`config.mk`:
```
export PLATFORM = sky130hd
export DESIGN_NAME = irq_flag_vector
export DESIGN_NICKNAME = d
export VERILOG_FILES = /design/src/irq_pkg.sv /design/src/irq_flag_vector.sv
export SDC_FILE = /design/constraint.sdc
export NUM_CORES = 1
export LEC_CHECK = 0
export CELL_PAD_IN_SITES_DETAIL_PLACEMENT = 0
export CELL_PAD_IN_SITES_GLOBAL_PLACEMENT = 2
export CORE_MARGIN = 5
export CORE_UTILIZATION = 44
export CTS_BUF_LIST = sky130_fd_sc_hd__clkbuf_2 sky130_fd_sc_hd__clkbuf_4 sky130_fd_sc_hd__clkbuf_8
export CTS_CLUSTER_DIAMETER = 80
export DETAILED_ROUTE_END_ITERATION = 16
export DONT_BUFFER_PORTS = 1
export PLACE_DENSITY = 0.82
export SLEW_MARGIN = 20
export SYNTH_ARGS = -nofsm -noshare
export SYNTH_HDL_FRONTEND = slang
export SYNTH_SLANG_ARGS = --single-unit
```
`constraint.sdc`:
```
create_clock -name pclk -period 3.9 [get_ports pclk]
set_input_delay 0.39 -clock pclk [delete_from_list [all_inputs] [get_ports pclk]]
set_output_delay 0.39 -clock pclk [all_outputs]
set_load 0.03 [all_outputs]
```
`src/irq_pkg.sv`:
```
// Constants, register map and types for the interrupt flag and vector logic
package irq_pkg;

  // APB geometry; register index times four gives the byte address
  localparam int          ADDR_W       = 12;
  localparam int          DATA_W       = 32;
  localparam int          REG_W        = 8;

  // Register indices
  localparam logic [7:0]  IDX_CTRL     = 8'h0b;
  localparam logic [7:0]  IDX_PFLAG    = 8'h0c;
  localparam logic [7:0]  IDX_OPTION   = 8'h81;
  localparam logic [7:0]  IDX_PEN      = 8'h8c;
  localparam logic [7:0]  IDX_STAT     = 8'h90;

  // irq_control_reg fields
  localparam int          GIE_BIT      = 7;
  localparam int          PEIE_BIT     = 6;
  localparam int          TOIE_BIT     = 5;
  localparam int          EXTE_BIT     = 4;
  localparam int          CHGE_BIT     = 3;
  localparam int          TOIF_BIT     = 2;
  localparam int          EXTF_BIT     = 1;
  localparam int          CHGF_BIT     = 0;

  // Peripheral flag / enable field, option field, status fields
  localparam int          CONV_BIT     = 6;
  localparam int          EDGE_SEL_BIT = 6;
  localparam int          STAT_SEQ_BIT = 0;
  localparam int          STAT_ISR_BIT = 1;
  localparam int          STAT_WAKE_BIT = 2;

  // Reset values
  localparam logic [7:0]  CTRL_RST     = 8'h00;
  localparam logic [7:0]  PFLAG_RST    = 8'h00;
  localparam logic [7:0]  PEN_RST      = 8'h00;
  localparam logic [7:0]  OPTION_RST   = 8'hff;

  // Vector and timer rollover values
  localparam logic [12:0] VECTOR_ADDR  = 13'h0004;
  localparam logic [7:0]  TIMER_MAX    = 8'hff;
  localparam logic [7:0]  TIMER_ZERO   = 8'h00;

  // Instruction cycle timing: four phases per cycle, two dummy cycles
  localparam logic [1:0]  PH_Q1        = 2'h0;
  localparam logic [1:0]  PH_Q4        = 2'h3;
  localparam int          DUMMY_CYC    = 2;
  localparam int          PHASES       = 4;
  localparam logic [3:0]  LOAD_DLY     = 4'(DUMMY_CYC * PHASES);

  typedef enum logic [1:0] {SEQ_IDLE, SEQ_DUMMY} seq_e;

endpackage

```
`src/irq_flag_vector.sv`:
```
// Interrupt flags, masks and vector sequencing with an APB register slave
`timescale 1ns/1ps
`default_nettype none

// Behaviour
// - Four sources: timer, pin edge, change, converter
// - Flags set regardless of any enable
// - Global enable gates every unmasked interrupt
// - Enabled pending flag starts vectoring at the next first phase
// - Reset clears global enable
// - Return instruction sets global enable again
// - Accept clears enable, pushes, loads 0004h
// - Only return address saved by hardware
// - Pin event to vector fetch: 3-4 cycles
// - Latency independent of instruction length
// - Timer rollover FFh to 00h sets flag
// - Timer enable at control bit 5
// - Pin edge polarity from option bit 6
// - Selected pin edge sets control bit 1
// - Control bit 4 masks pin interrupt
// - Enabled pin event wakes from sleep
// - Control bit 3 masks change interrupt
// - Converter flag, enable, peripheral group gate
// - Flags sampled on first clock phase
// - Pin flag sets only in fourth-first span
module irq_flag_vector
  import irq_pkg::*;
(
  // Clock and reset
  input  wire logic              pclk,
  input  wire logic              presetn,
  // APB slave
  input  wire logic              psel,
  input  wire logic              penable,
  input  wire logic              pwrite,
  input  wire logic [ADDR_W-1:0] paddr,
  input  wire logic [DATA_W-1:0] pwdata,
  output logic      [DATA_W-1:0] prdata,
  output logic                   pready,
  output logic                   pslverr,
  // Event sources
  input  wire logic [7:0]        timer_count_reg,
  input  wire logic              conversion_done,
  input  wire logic              ext_irq_pin,
  input  wire logic              change_pin_a,
  input  wire logic              change_pin_b,
  input  wire logic              change_pin_c,
  // Core sequencer
  input  wire logic              return_from_irq_instr,
  input  wire logic              sleep_mode,
  output logic                   first_clock_phase,
  output logic                   irq_take,
  output logic                   vector_load,
  output logic      [12:0]       vector_addr,
  output logic                   wake_req
);

  ////////////////////////////////////////////////////////////////////////////
  // State

  typedef struct packed {
    logic [1:0]        phase;
    logic              ext_s1;
    logic              ext_s2;
    logic              ext_prev;
    logic              ext_pend;
    logic [2:0]        chg_s1;
    logic [2:0]        chg_s2;
    logic [2:0]        chg_prev;
    logic [7:0]        tmr_prev;
    logic [7:0]        ctrl;
    logic [7:0]        pflag;
    logic [7:0]        pen;
    logic [7:0]        option;
    seq_e              seq;
    logic [3:0]        dly;
    logic              in_service;
    logic              take;
    logic              load;
    logic              q1;
    logic              wake;
    logic [12:0]       vec;
    logic              pready;
    logic              pslverr;
    logic [DATA_W-1:0] prdata;
  } state_s;

  state_s st_ff;
  state_s nxt_st;

  localparam state_s ST_RST = '{
    phase: PH_Q1, ext_s1: 1'b0, ext_s2: 1'b0, ext_prev: 1'b0, ext_pend: 1'b0,
    chg_s1: 3'h0, chg_s2: 3'h0, chg_prev: 3'h0, tmr_prev: TIMER_ZERO,
    ctrl: CTRL_RST, pflag: PFLAG_RST, pen: PEN_RST, option: OPTION_RST,
    seq: SEQ_IDLE, dly: 4'h0, in_service: 1'b0, take: 1'b0, load: 1'b0,
    q1: 1'b0, wake: 1'b0, vec: 13'h0000, pready: 1'b0, pslverr: 1'b0,
    prdata: '0
  };

  ////////////////////////////////////////////////////////////////////////////
  // Address decode, shared by read and write paths

  function automatic logic [2:0] reg_sel(input logic [ADDR_W-1:0] a);
    logic [2:0] s;
    s = 3'h0;
    if (a[1:0] != 2'h0) begin
      s = 3'h0;
    end else if (a[ADDR_W-1:2] == 10'(IDX_CTRL)) begin
      s = 3'h1;
    end else if (a[ADDR_W-1:2] == 10'(IDX_PFLAG)) begin
      s = 3'h2;
    end else if (a[ADDR_W-1:2] == 10'(IDX_OPTION)) begin
      s = 3'h3;
    end else if (a[ADDR_W-1:2] == 10'(IDX_PEN)) begin
      s = 3'h4;
    end else if (a[ADDR_W-1:2] == 10'(IDX_STAT)) begin
      s = 3'h5;
    end
    return s;
  endfunction

  ////////////////////////////////////////////////////////////////////////////
  // Next state

  logic       wr_en;
  logic [2:0] wsel;
  logic [2:0] rsel;
  logic       ext_edge;
  logic [2:0] chg_hit;
  logic       tmr_roll;
  logic       ctrl_wr;
  logic       pflag_wr;
  logic [7:0] ctrl_set;
  logic       pending;
  logic       any_armed;
  logic       accept;
  logic [7:0] stat_val;

  always_comb begin
    nxt_st = st_ff;
    wr_en  = psel && penable && st_ff.pready && pwrite;
    wsel   = reg_sel(paddr);
    rsel   = reg_sel(paddr);
    ctrl_wr  = wr_en && (wsel == 3'h1);
    pflag_wr = wr_en && (wsel == 3'h2);

    // Instruction cycle phase divider; q1 is the one-cycle phase enable
    nxt_st.phase = st_ff.phase + 2'h1;
    nxt_st.q1    = (st_ff.phase == PH_Q4);

    // Two-stage synchronisers for the asynchronous pins
    nxt_st.ext_s1   = ext_irq_pin;
    nxt_st.ext_s2   = st_ff.ext_s1;
    nxt_st.ext_prev = st_ff.ext_s2;
    nxt_st.chg_s1   = {change_pin_c, change_pin_b, change_pin_a};
    nxt_st.chg_s2   = st_ff.chg_s1;
    nxt_st.chg_prev = st_ff.chg_s2;
    nxt_st.tmr_prev = timer_count_reg;

    // Event detection
    ext_edge = st_ff.option[EDGE_SEL_BIT] ? (st_ff.ext_s2 && !st_ff.ext_prev)
                                          : (!st_ff.ext_s2 && st_ff.ext_prev);
    chg_hit  = st_ff.chg_s2 ^ st_ff.chg_prev;
    tmr_roll = (st_ff.tmr_prev == TIMER_MAX) && (timer_count_reg == TIMER_ZERO);

    // Pin edge waits for the Q4-Q1 window before it may set its flag
    nxt_st.ext_pend = st_ff.ext_pend || ext_edge;
    ctrl_set = 8'h00;
    if ((st_ff.phase == PH_Q4) || (st_ff.phase == PH_Q1)) begin
      ctrl_set[EXTF_BIT] = st_ff.ext_pend || ext_edge;
      nxt_st.ext_pend    = 1'b0;
    end
    ctrl_set[TOIF_BIT] = tmr_roll;
    ctrl_set[CHGF_BIT] = |chg_hit;

    // Control register: software write first, hardware sets win over clears
    if (ctrl_wr) begin
      nxt_st.ctrl = pwdata[7:0];
    end
    nxt_st.ctrl = nxt_st.ctrl | ctrl_set;
    if (pflag_wr) begin
      nxt_st.pflag = pwdata[7:0] & (8'h01 << CONV_BIT);
    end
    if (conversion_done) begin
      nxt_st.pflag[CONV_BIT] = 1'b1;
    end
    if (wr_en && (wsel == 3'h3)) begin
      nxt_st.option = pwdata[7:0];
    end
    if (wr_en && (wsel == 3'h4)) begin
      nxt_st.pen = pwdata[7:0] & (8'h01 << CONV_BIT);
    end

    // Masked sources; global enable applied separately so sleep wake ignores it
    // Exactly four sources feed the request
    any_armed = (st_ff.ctrl[TOIF_BIT] && st_ff.ctrl[TOIE_BIT])
             || (st_ff.ctrl[EXTF_BIT] && st_ff.ctrl[EXTE_BIT])
             || (st_ff.ctrl[CHGF_BIT] && st_ff.ctrl[CHGE_BIT])
             || (st_ff.ctrl[PEIE_BIT] && st_ff.pflag[CONV_BIT]
                 && st_ff.pen[CONV_BIT]);
    pending = st_ff.ctrl[GIE_BIT] && any_armed;
    nxt_st.wake = sleep_mode && any_armed;

    // Recognition only on the first phase, so instruction length never matters
    accept = pending && st_ff.q1 && (st_ff.seq == SEQ_IDLE);
    nxt_st.take = accept;
    nxt_st.load = 1'b0;

    if (return_from_irq_instr) begin
      nxt_st.ctrl[GIE_BIT] = 1'b1;
      nxt_st.in_service    = 1'b0;
    end

    case (st_ff.seq)
      SEQ_IDLE: begin
        if (accept) begin
          // Only the return address is pushed by the core; flags are left alone
          nxt_st.ctrl[GIE_BIT] = 1'b0;
          nxt_st.in_service    = 1'b1;
          nxt_st.seq           = SEQ_DUMMY;
          nxt_st.dly           = LOAD_DLY - 4'h1;
        end
      end
      SEQ_DUMMY: begin
        nxt_st.dly = st_ff.dly - 4'h1;
        if (st_ff.dly == 4'h0) begin
          // Two dummy cycles, then the vector fetch: 3-4 cycles from a pin event
          nxt_st.load = 1'b1;
          nxt_st.vec  = VECTOR_ADDR;
          nxt_st.seq  = SEQ_IDLE;
        end
      end
      default: begin
        nxt_st.seq = SEQ_IDLE;
      end
    endcase

    // APB: answer in the first access cycle, read data captured at setup
    stat_val = 8'h00;
    stat_val[STAT_SEQ_BIT]  = (st_ff.seq != SEQ_IDLE);
    stat_val[STAT_ISR_BIT]  = st_ff.in_service;
    stat_val[STAT_WAKE_BIT] = st_ff.wake;
    nxt_st.pready  = psel && !penable;
    nxt_st.pslverr = psel && !penable && (rsel == 3'h0);
    nxt_st.prdata  = '0;
    if (psel && !penable && !pwrite) begin
      if (rsel == 3'h1) begin
        nxt_st.prdata[7:0] = st_ff.ctrl;
      end else if (rsel == 3'h2) begin
        nxt_st.prdata[7:0] = st_ff.pflag;
      end else if (rsel == 3'h3) begin
        nxt_st.prdata[7:0] = st_ff.option;
      end else if (rsel == 3'h4) begin
        nxt_st.prdata[7:0] = st_ff.pen;
      end else if (rsel == 3'h5) begin
        nxt_st.prdata[7:0] = stat_val;
      end
    end
  end

  ////////////////////////////////////////////////////////////////////////////
  // Registers

  always_ff @(posedge pclk or negedge presetn) begin
    if (!presetn) begin
      st_ff <= ST_RST;
    end else begin
      st_ff <= nxt_st;
    end
  end

  assign prdata            = st_ff.prdata;
  assign pready            = st_ff.pready;
  assign pslverr           = st_ff.pslverr;
  assign first_clock_phase = st_ff.q1;
  assign irq_take          = st_ff.take;
  assign vector_load       = st_ff.load;
  assign vector_addr       = st_ff.vec;
  assign wake_req          = st_ff.wake;
endmodule

`default_nettype wire

```
# [Yosys cells after proc, flatten, opt, wreduce, memory -nomap -nowiden]
# Index checks and enable logic that the tools add are counted.
[totals] regBits=63 out_inout_bits=51 in_bits=64 word_cells=116
[op_classes] n_mux=29 n_eq_ne=15 n_bitwise=2 reduce_logical=44 addsub=2
[ops] op="$mux 8" count=5
[ops] op="$eq 10x8->1 const B" count=3
[ops] op="$logic_and 1x1->1" count=22
[ops] op="$mux 3" count=7
[ops] op="$mux 7" count=3
[ops] op="$eq 10x4->1 const B" count=2
[ops] op="$mux 1" count=11
[ops] op="$eq 8x8->1 const B" count=1
[ops] op="$logic_not 8->1" count=1
[ops] op="$or 8x3->8" count=1
[ops] op="$pmux 4 s2" count=1
[ops] op="$reduce_bool 2->1" count=4
[ops] op="$eq 3x2->1 const B" count=2
[ops] op="$eq 3x3->1 const B" count=2
[ops] op="$reduce_and 2->1" count=3
[ops] op="$logic_or 1x1->1" count=5
[ops] op="$logic_not 1->1" count=4
[ops] op="$logic_not 2->1" count=2
[ops] op="$logic_not 4->1" count=1
[ops] op="$ne 2x2->1 const B" count=2
[ops] op="$pmux 2 s2" count=1
[ops] op="$sub 4x1->4 const B" count=1
[ops] op="$eq 3x1->1 const B" count=1
[ops] op="$logic_not 3->1" count=1
[ops] op="6 further kinds" count=6

# [Depth between registers and ports, before layout]
# Gate-level depths: netlist (run 1).
[depth] ltp_word=14 mapped_depth=7 ltp_nobuf=6

# [Worst setup path before layout (run 1)]
# OpenSTA, ideal clock, no wires.
[synth_timing] path_kind="input-to-reg" startpoint="in paddr[8]" endpoint="reg st_ff[72] in the netlist's numbering" arrival_ns=2.152 slack_ns=1.623 stages=6 required_ns=3.775 n_path_buf=1 setup_ns=0.125 cell_sequence="or4_4 -> buf_6 -> o41a_4 -> and2_4 -> nor3b_2 -> mux2_4"
[synth_via] elab_chain_len=9 word_cells_on_any_way=13 classes_between="eq/ne: 6; mux: 6; reduce/logical: 1"
[synth_lines] item="start: declaration" line="irq_flag_vector.sv:36" rtl="input wire logic [ADDR_W-1:0] paddr,"
[synth_lines] item="$eq 10x8->1" line="irq_flag_vector.sv:116" rtl="end else if (a[ADDR_W-1:2] == 10'(IDX_STAT)) begin"
[synth_lines] item="$mux 3" line="irq_flag_vector.sv:116"
[synth_lines] item="$mux 3" line="irq_flag_vector.sv:114" rtl="end else if (a[ADDR_W-1:2] == 10'(IDX_PEN)) begin"
[synth_lines] item="$mux 3" line="irq_flag_vector.sv:112" rtl="end else if (a[ADDR_W-1:2] == 10'(IDX_OPTION)) begin"
[synth_lines] item="$mux 3" line="irq_flag_vector.sv:110" rtl="end else if (a[ADDR_W-1:2] == 10'(IDX_PFLAG)) begin"
[synth_lines] item="$mux 3 (*)" line="irq_flag_vector.sv:108" rtl="end else if (a[ADDR_W-1:2] == 10'(IDX_CTRL)) begin"
[synth_lines] item="$mux 3 (*)" line="irq_flag_vector.sv:106" rtl="if (a[1:0] != 2'h0) begin"
[synth_lines] item="$eq 3x3->1 (*)" line="irq_flag_vector.sv:190" rtl="if (wr_en && (wsel == 3'h4)) begin"
[synth_lines] item="$logic_and 1x1->1 (*)" line="irq_flag_vector.sv:190"
[synth_lines] item="end signal: assignment" line="irq_flag_vector.sv:268" rtl="st_ff <= nxt_st;"
[synth_lines] item="end: declaration" line="irq_flag_vector.sv:88" rtl="state_s st_ff;"
# Every way passes the cells marked *; elsewhere a longest branch is shown, timed or not.
# A chain may end at the register's enable or synchronous reset.

==> impl_metrics.json, run 1 <==
{
  "status": "completed",
  "drc": 0,
  "synth_top_area_frac": 0.460,
  "numPortBuffers": 0,
  "seqCellArea_um2": 1560,
  "cp_max_fo": 8,
  "grt_pass1_vias": 1646,
  "cts-root-buf": "clkbuf_8",
  "cts.clk_slew.worst_paths_ns": 0.07,
  "ys.flop_type": "dfrtp_1",
  "ant_nets": 0,
  "grt_max_degree": 63,
  "cts.htree.levels": 3,
  "grt.total_usage": 0.128,
  "endpoint_kind": "flop",
  "yosysWarnings": 0,
  "power.leakage_nw": 1.37,
  "place_congestion": 0.732,
  "ys_ff_latch": 62,
  "coreArea_um2": 6420,
  "grt_pass1_wl_um": 8160,
  "post-dp-hpwl_um": 3680,
  "syn_to_final_growth_pct": 3.92,
  "ff2ff_path_depth": 4,
  "startpoint_type": "input pin",
  "worst_pin_slew_ns": 0.573,
  "reg2reg_from": "pready$_DFF_PN0_",
  "post-route-util": 0.476,
  "grt_overflow": 0,
  "max-slew-margin-rel": 0.617,
  "dieArea_um2": 8410,
  "reg2reg_to": "st_ff[89]$_DFF_PN0_",
  "period_needed_ns": 2.05,
  "setup_viol": 0,
  "setup_tns_ns": 0,
  "synth_cells": 233,
  "hold_class": "in2reg",
  "fin_hold_ws_ns": 0.0734,
  "yosysUniqueCellTypes": 61,
  "arrival_ns": 2.33,
  "wl_per_cell_um": 16.0,
  "post_cts_resized": 0,
  "fin_cells": 314,
  "dr_total_vias": 1599,
  "synth-seq-area-share": 0.531,
  "clockBufferDepth": 2,
  "power.density_nw_per_um2": 449,
  "num-fill-cells": 594,
  "grt_setup_unrepaired": "no",
  "period_share": 0.526,
  "antenna_cells": 0,
  "totalWireLength_um": 5030,
  "cts_tree": "built",
  "worstSkewPairLatency_ns": 0.34,
  "cts-buffers-inserted": 9,
  "synth_edf_count": 0,
  "clock-sinks": 62,
  "r2r_setup_slack_ns": 2.24,
  "post_cts_buffers": 0,
  "report.final.slew_viol_count": 0,
  "max_cap_viol_count": 0,
  "dieHeight_um": 91.7,
  "synth_area_leaders": "dfrtp_1 (46%), buf_4 (12%), dfstp_2 (7.2%), mux2_4 (2.6%), mux2_1 (2.3%)",
  "hold_viol_final": 0,
  "dp.cells": 296,
  "fmax_mhz": 487,
  "path_class": "in2reg",
  "startpoint": "paddr[8]",
  "fin_skew_ns": 0.00964,
  "first_iter_violations": 44,
  "max-vdd-ir-drop_mv": 0.292,
  "first_pass_iters": 4,
  "worstPathRequired_ns": 4.18,
  "synth_top_area_cell": "dfrtp_1",
  "endpoint": "prdata[3]$_DFF_PN0_",
  "async_flop_share": 1.00,
  "io_pins": 115,
  "layout_common_cells": "dfrtp_1 (54), conb_1 (36), nor2_1 (12), clkbuf_8 (12), dfstp_2 (8)",
  "die_w_um": 91.7,
  "syn_area_per_cell_um2": 12.6,
  "initial_core_util": 0.458,
  "layout_commonest_cell": "dfrtp_1",
  "syn_area_um2": 2940,
  "antenna_found_initial": 1,
  "multi_input_area_um2": 1120,
  "via_per_inst": 5.09,
  "num-nets-final": 298,
  "drive_gt1_frac": 0.198,
  "core.rowCount": 29
}
## logic make-up after synthesis
family | after synthesis | synth area share
AND/OR/NAND/NOR | 63 | 0.149
buffers and inverters | 55 | 0.132
multiplexers | 16 | 0.0664
flip-flops | 62 | 0.531
XOR/XNOR | 6 | 0.0179
other | 1 | 0.00128
adder cells (fa/ha/maj) | 2 | 0.00851
AO/OA/AOI/OAI | 28 | 0.0937
## cell usage after synthesis (5+ instances only)
cell type	n
buf_4	46
nor4_1	6
nor2_1	12
mux2_1	6
dfstp_2	8
nand3_1	5
dfrtp_1	54
inv_1	6
xor2_1	5
nand2_1	5
nor3_1	5
mux2_4	5
## final cells by class
class,count,area share
Clock buffer,13,0.0565
Clock inverter,3,0.0139
Inverter,6,0.00737
Multi-Input combinational cell,151,0.367
Sequential cell,62,0.511
Tap cell,77,0.0315
Timing Repair Buffer,2,0.0123
## state kept, by name, summed over array words and instances (netlist names)
register           flops
first_clock_phase      1
prdata                 8
irq_take               1
pready                 1
st_ff                 39
vector_addr            1
nxt_st                 8
vector_load            1
pslverr                1
wake_req               1
## how the worst min path moves through the flow
stage | start | to | slack [ns] | cells past startpoint
6_report | change_pin_a | nxt_st[101]$_DFF_PN0_ | 0.07 | 0
5_1_grt | change_pin_a | nxt_st[101]$_DFF_PN0_ | 0.04 | 0
4_1_cts | change_pin_a | nxt_st[101]$_DFF_PN0_ | 0.05 | 0
3_5_place_dp | presetn | prdata[6]$_DFF_PN0_ | 0.1 | 0
3_3_place_gp | presetn | prdata[6]$_DFF_PN0_ | 0.1 | 0
2_1_floorplan | presetn | first_clock_phase$_DFF_PN0_ | 0.09 | 0
## report_power, final
group / internal, W / switching (W)
sequential: 0.000665 / 0.0000181
clock: 0.000353 / 0.000234
combinational: 0.0000234 / 0.0000779
total: 0.00104 / 0.000330
## per-layer routing
metal,global-route usage,share of wire,up-vias
li1,-,-,752
met5,0,0.0014,-
met4,0.0557,0.015,2
met3,0.0679,0.10,10
met2,0.188,0.46,64
met1,0.157,0.43,771
## through the flow
step,cell area [um^2],worst slack [ns],power [W]
6_report,3050,1.85,0.00137
5_1_grt,3050,1.80,0.00144
4_1_cts,3050,1.86,0.00139
3_5_place_dp,2800,1.50,0.000780
3_3_place_gp,2800,1.49,0.000778
2_1_floorplan,3070,1.62,0.000805
## critical path: stages
cell	delay (ns)
or4_4	0.62
or4b_1	0.62
and3b_1	0.46
a22o_1	0.23
## timing repair
| action | in CTS | in global routing |
|---|---|---|
| setup endpoints to repair | 0 | 0 |
| endpoints found under the hold margin | 62 | 0 |
| hold buffers | 2 | 0 |
Note: power is estimated with default switching activity, not from simulation.
==> inputs of run 2 (changes only) <==
CORE_UTILIZATION = 37   (was 44)
PLACE_DENSITY = 0.73   (was 0.82)
clock period = 1.75 ns   (was 3.9 ns; I/O delays follow)
==> run 2 against run 1 <==
- utilization shrank 2.0 points
- clock-buffer cell count shrank 4
- first-iteration DRC count grew 6.8%
- via count grew 11%
==> impl_metrics.json, run 2 (synthesis results as in run 1) <==
{
  "status": "completed",
  "period_share": 0.980,
  "fmax_mhz": 583,
  "setup_tns_ns": 0,
  "grt.total_usage": 0.119,
  "largest_reg_flops": 39,
  "grt_pass1_wl_um": 9090,
  "path_class": "in2reg",
  "dp_slack_ns": -0.322,
  "hold_class": "in2reg",
  "wl_per_cell_um": 14.6,
  "grt_max_degree": 63,
  "place_congestion": 0.773,
  "first_iter_violations": 47,
  "totalWireLength_um": 5600,
  "max_cap_viol_count": 0,
  "startpoint_type": "input pin",
  "power.leakage_nw": 1.59,
  "cts.clk_slew.worst_paths_ns": 0.07,
  "dieHeight_um": 99.1,
  "cts_tree": "built",
  "grt_setup_unrepaired": "no",
  "power.density_nw_per_um2": 899,
  "crit_slowest_cell": "or4_4",
  "r2r_setup_slack_ns": 0.32,
  "layout_common_cells": "dfrtp_1 (54), conb_1 (36), dlygate4sd3_1 (24)",
  "post-dp-hpwl_um": 4130,
  "setup_viol": 0,
  "ant_nets": 0,
  "cts-buffers-inserted": 9,
  "cp_cell_sequence": "or4_4 > a2111oi_4 > o31ai_4 > and3b_1 > buf_4 > a22o_1",
  "grt_pass1_vias": 1858,
  "syn_to_final_growth_pct": 19.8,
  "clock-sinks": 62,
  "die_w_um": 99.1,
  "via_per_inst": 4.63,
  "num-nets-final": 343,
  "routed-wl-met3_um": 479,
  "numPortBuffers": 0,
  "endpoint_kind": "flop",
  "initial_core_util": 0.380,
  "startpoint": "paddr[8]",
  "clockBufferDepth": 2,
  "hold_viol_final": 0,
  "num-fill-cells": 710,
  "worstSkewPairLatency_ns": 0.33,
  "dr_total_vias": 1777,
  "cts.htree.levels": 3,
  "layout_commonest_cell": "dfrtp_1",
  "drc": 0,
  "post_cts_resized": 0,
  "fin_ws_ns": 0.0352,
  "cp_max_fo": 8,
  "reg2reg_to": "st_ff[53]$_DFFE_PN0P_",
  "met2_length_um": 2660,
  "drive_gt1_frac": 0.270,
  "antenna_found_initial": 0,
  "regMostFlops": "st_ff",
  "period_needed_ns": 1.71,
  "arrival_ns": 1.93,
  "max-vdd-ir-drop_mv": 0.647,
  "grt_overflow": 0,
  "dieArea_um2": 9830,
  "worstPathRequired_ns": 1.97,
  "endpoint": "prdata[7]$_DFF_PN0_",
  "wl_met1_um": 2390,
  "fin_skew_ns": 0.00692,
  "multi_input_area_um2": 1150,
  "antenna_cells": 0,
  "io_pins": 115,
  "cts-root-buf": "clkbuf_8",
  "report.final.slew_viol_count": 0,
  "cpPeakStageDelay_ns": 0.62,
  "coreArea_um2": 7730,
  "reg2reg_from": "st_ff[84]$_DFF_PN0_",
  "seqCellArea_um2": 1560,
  "ff2ff_path_depth": 6,
  "core.rowCount": 32,
  "top_layer": "met4",
  "min_from": "pwdata[1]",
  "first_pass_iters": 4
}
## run 2: changes by cell type in the layout (fill, tap and decap cells not counted), sizes merged
| cell | change |
|---|---|
| buf | +22 |
| bufinv | +1 |
| clkbuf | -4 |
| clkinv | +1 |
| clkinvlp | +1 |
| dlygate4sd3 | +23 |
| inv | +1 |
## run 2: power by group
| group | leakage, nW | internal (W) | total [W] | switching, W |
|---|---|---|---|---|
| sequential | 0.762 | 0.00148 | 0.00152 | 0.0000385 |
| combinational | 0.726 | 0.0000927 | 0.000281 | 0.000188 |
| clock | 0.106 | 0.000805 | 0.00136 | 0.000557 |
## run 2: stage by stage
| stage | total power [W] | std cells | hold WS [ns] | area [um^2] | utilization |
|---|---|---|---|---|---|
| after CTS | 0.00321 | 383 | 0.00311 | 3510 | 0.455 |
| after global placement | 0.00174 | 342 | -0.119 | 3020 | 0.391 |
| after global routing | 0.00332 | 384 | 0.0137 | 3520 | 0.455 |
| final | 0.00316 | 384 | 0.0160 | 3520 | 0.455 |
| after detailed placement | 0.00175 | 342 | -0.117 | 3020 | 0.391 |
| after floorplan | 0.00179 | 268 | -0.121 | 3100 | - |
## run 2: final cells by class
class	count	share of cell area
sequential	62	0.444
clock buffer	9	0.0352
inverter	6	0.00640
timing repair buffer	47	0.123
tap	102	0.0363
multi-input combinational	151	0.328
clock inverter	7	0.0277
## run 2: layer usage
metal | vias to the layer above | GRT usage
met2 | 65 | 0.191
met4 | 0 | 0.0473
met1 | 867 | 0.143
met5 | - | 0
li1 | 838 | -
met3 | 7 | 0.0505
## run 2: worst min-delay path by stage
stage	to	slack (ns)	depth (start not counted)
final	st_ff[83]$_DFF_PN0_	0.02	2
after CTS	st_ff[83]$_DFF_PN0_	0.003	2
after detailed placement	prdata[7]$_DFF_PN0_	-0.12	0
after global placement	st_ff[72]$_DFFE_PN0P_	-0.12	0
after global routing	st_ff[83]$_DFF_PN0_	0.01	2
after floorplan	first_clock_phase$_DFF_PN0_	-0.12	0
## run 2: what timing repair did
item | 4_1_cts | 5_1_grt
hold buffers | 25 | 0
setup buffers | 0 | 1
setup endpoints to repair | 0 | 8
hold endpoints to repair | 91 | 0
## run 2: critical path, delay by kind of cell
family / cells / cell delay [ns]
buffers and inverters: 1 / 0.14
AOI/OAI and AO/OA: 3 / 0.78
and+or+nand+nor: 2 / 0.83
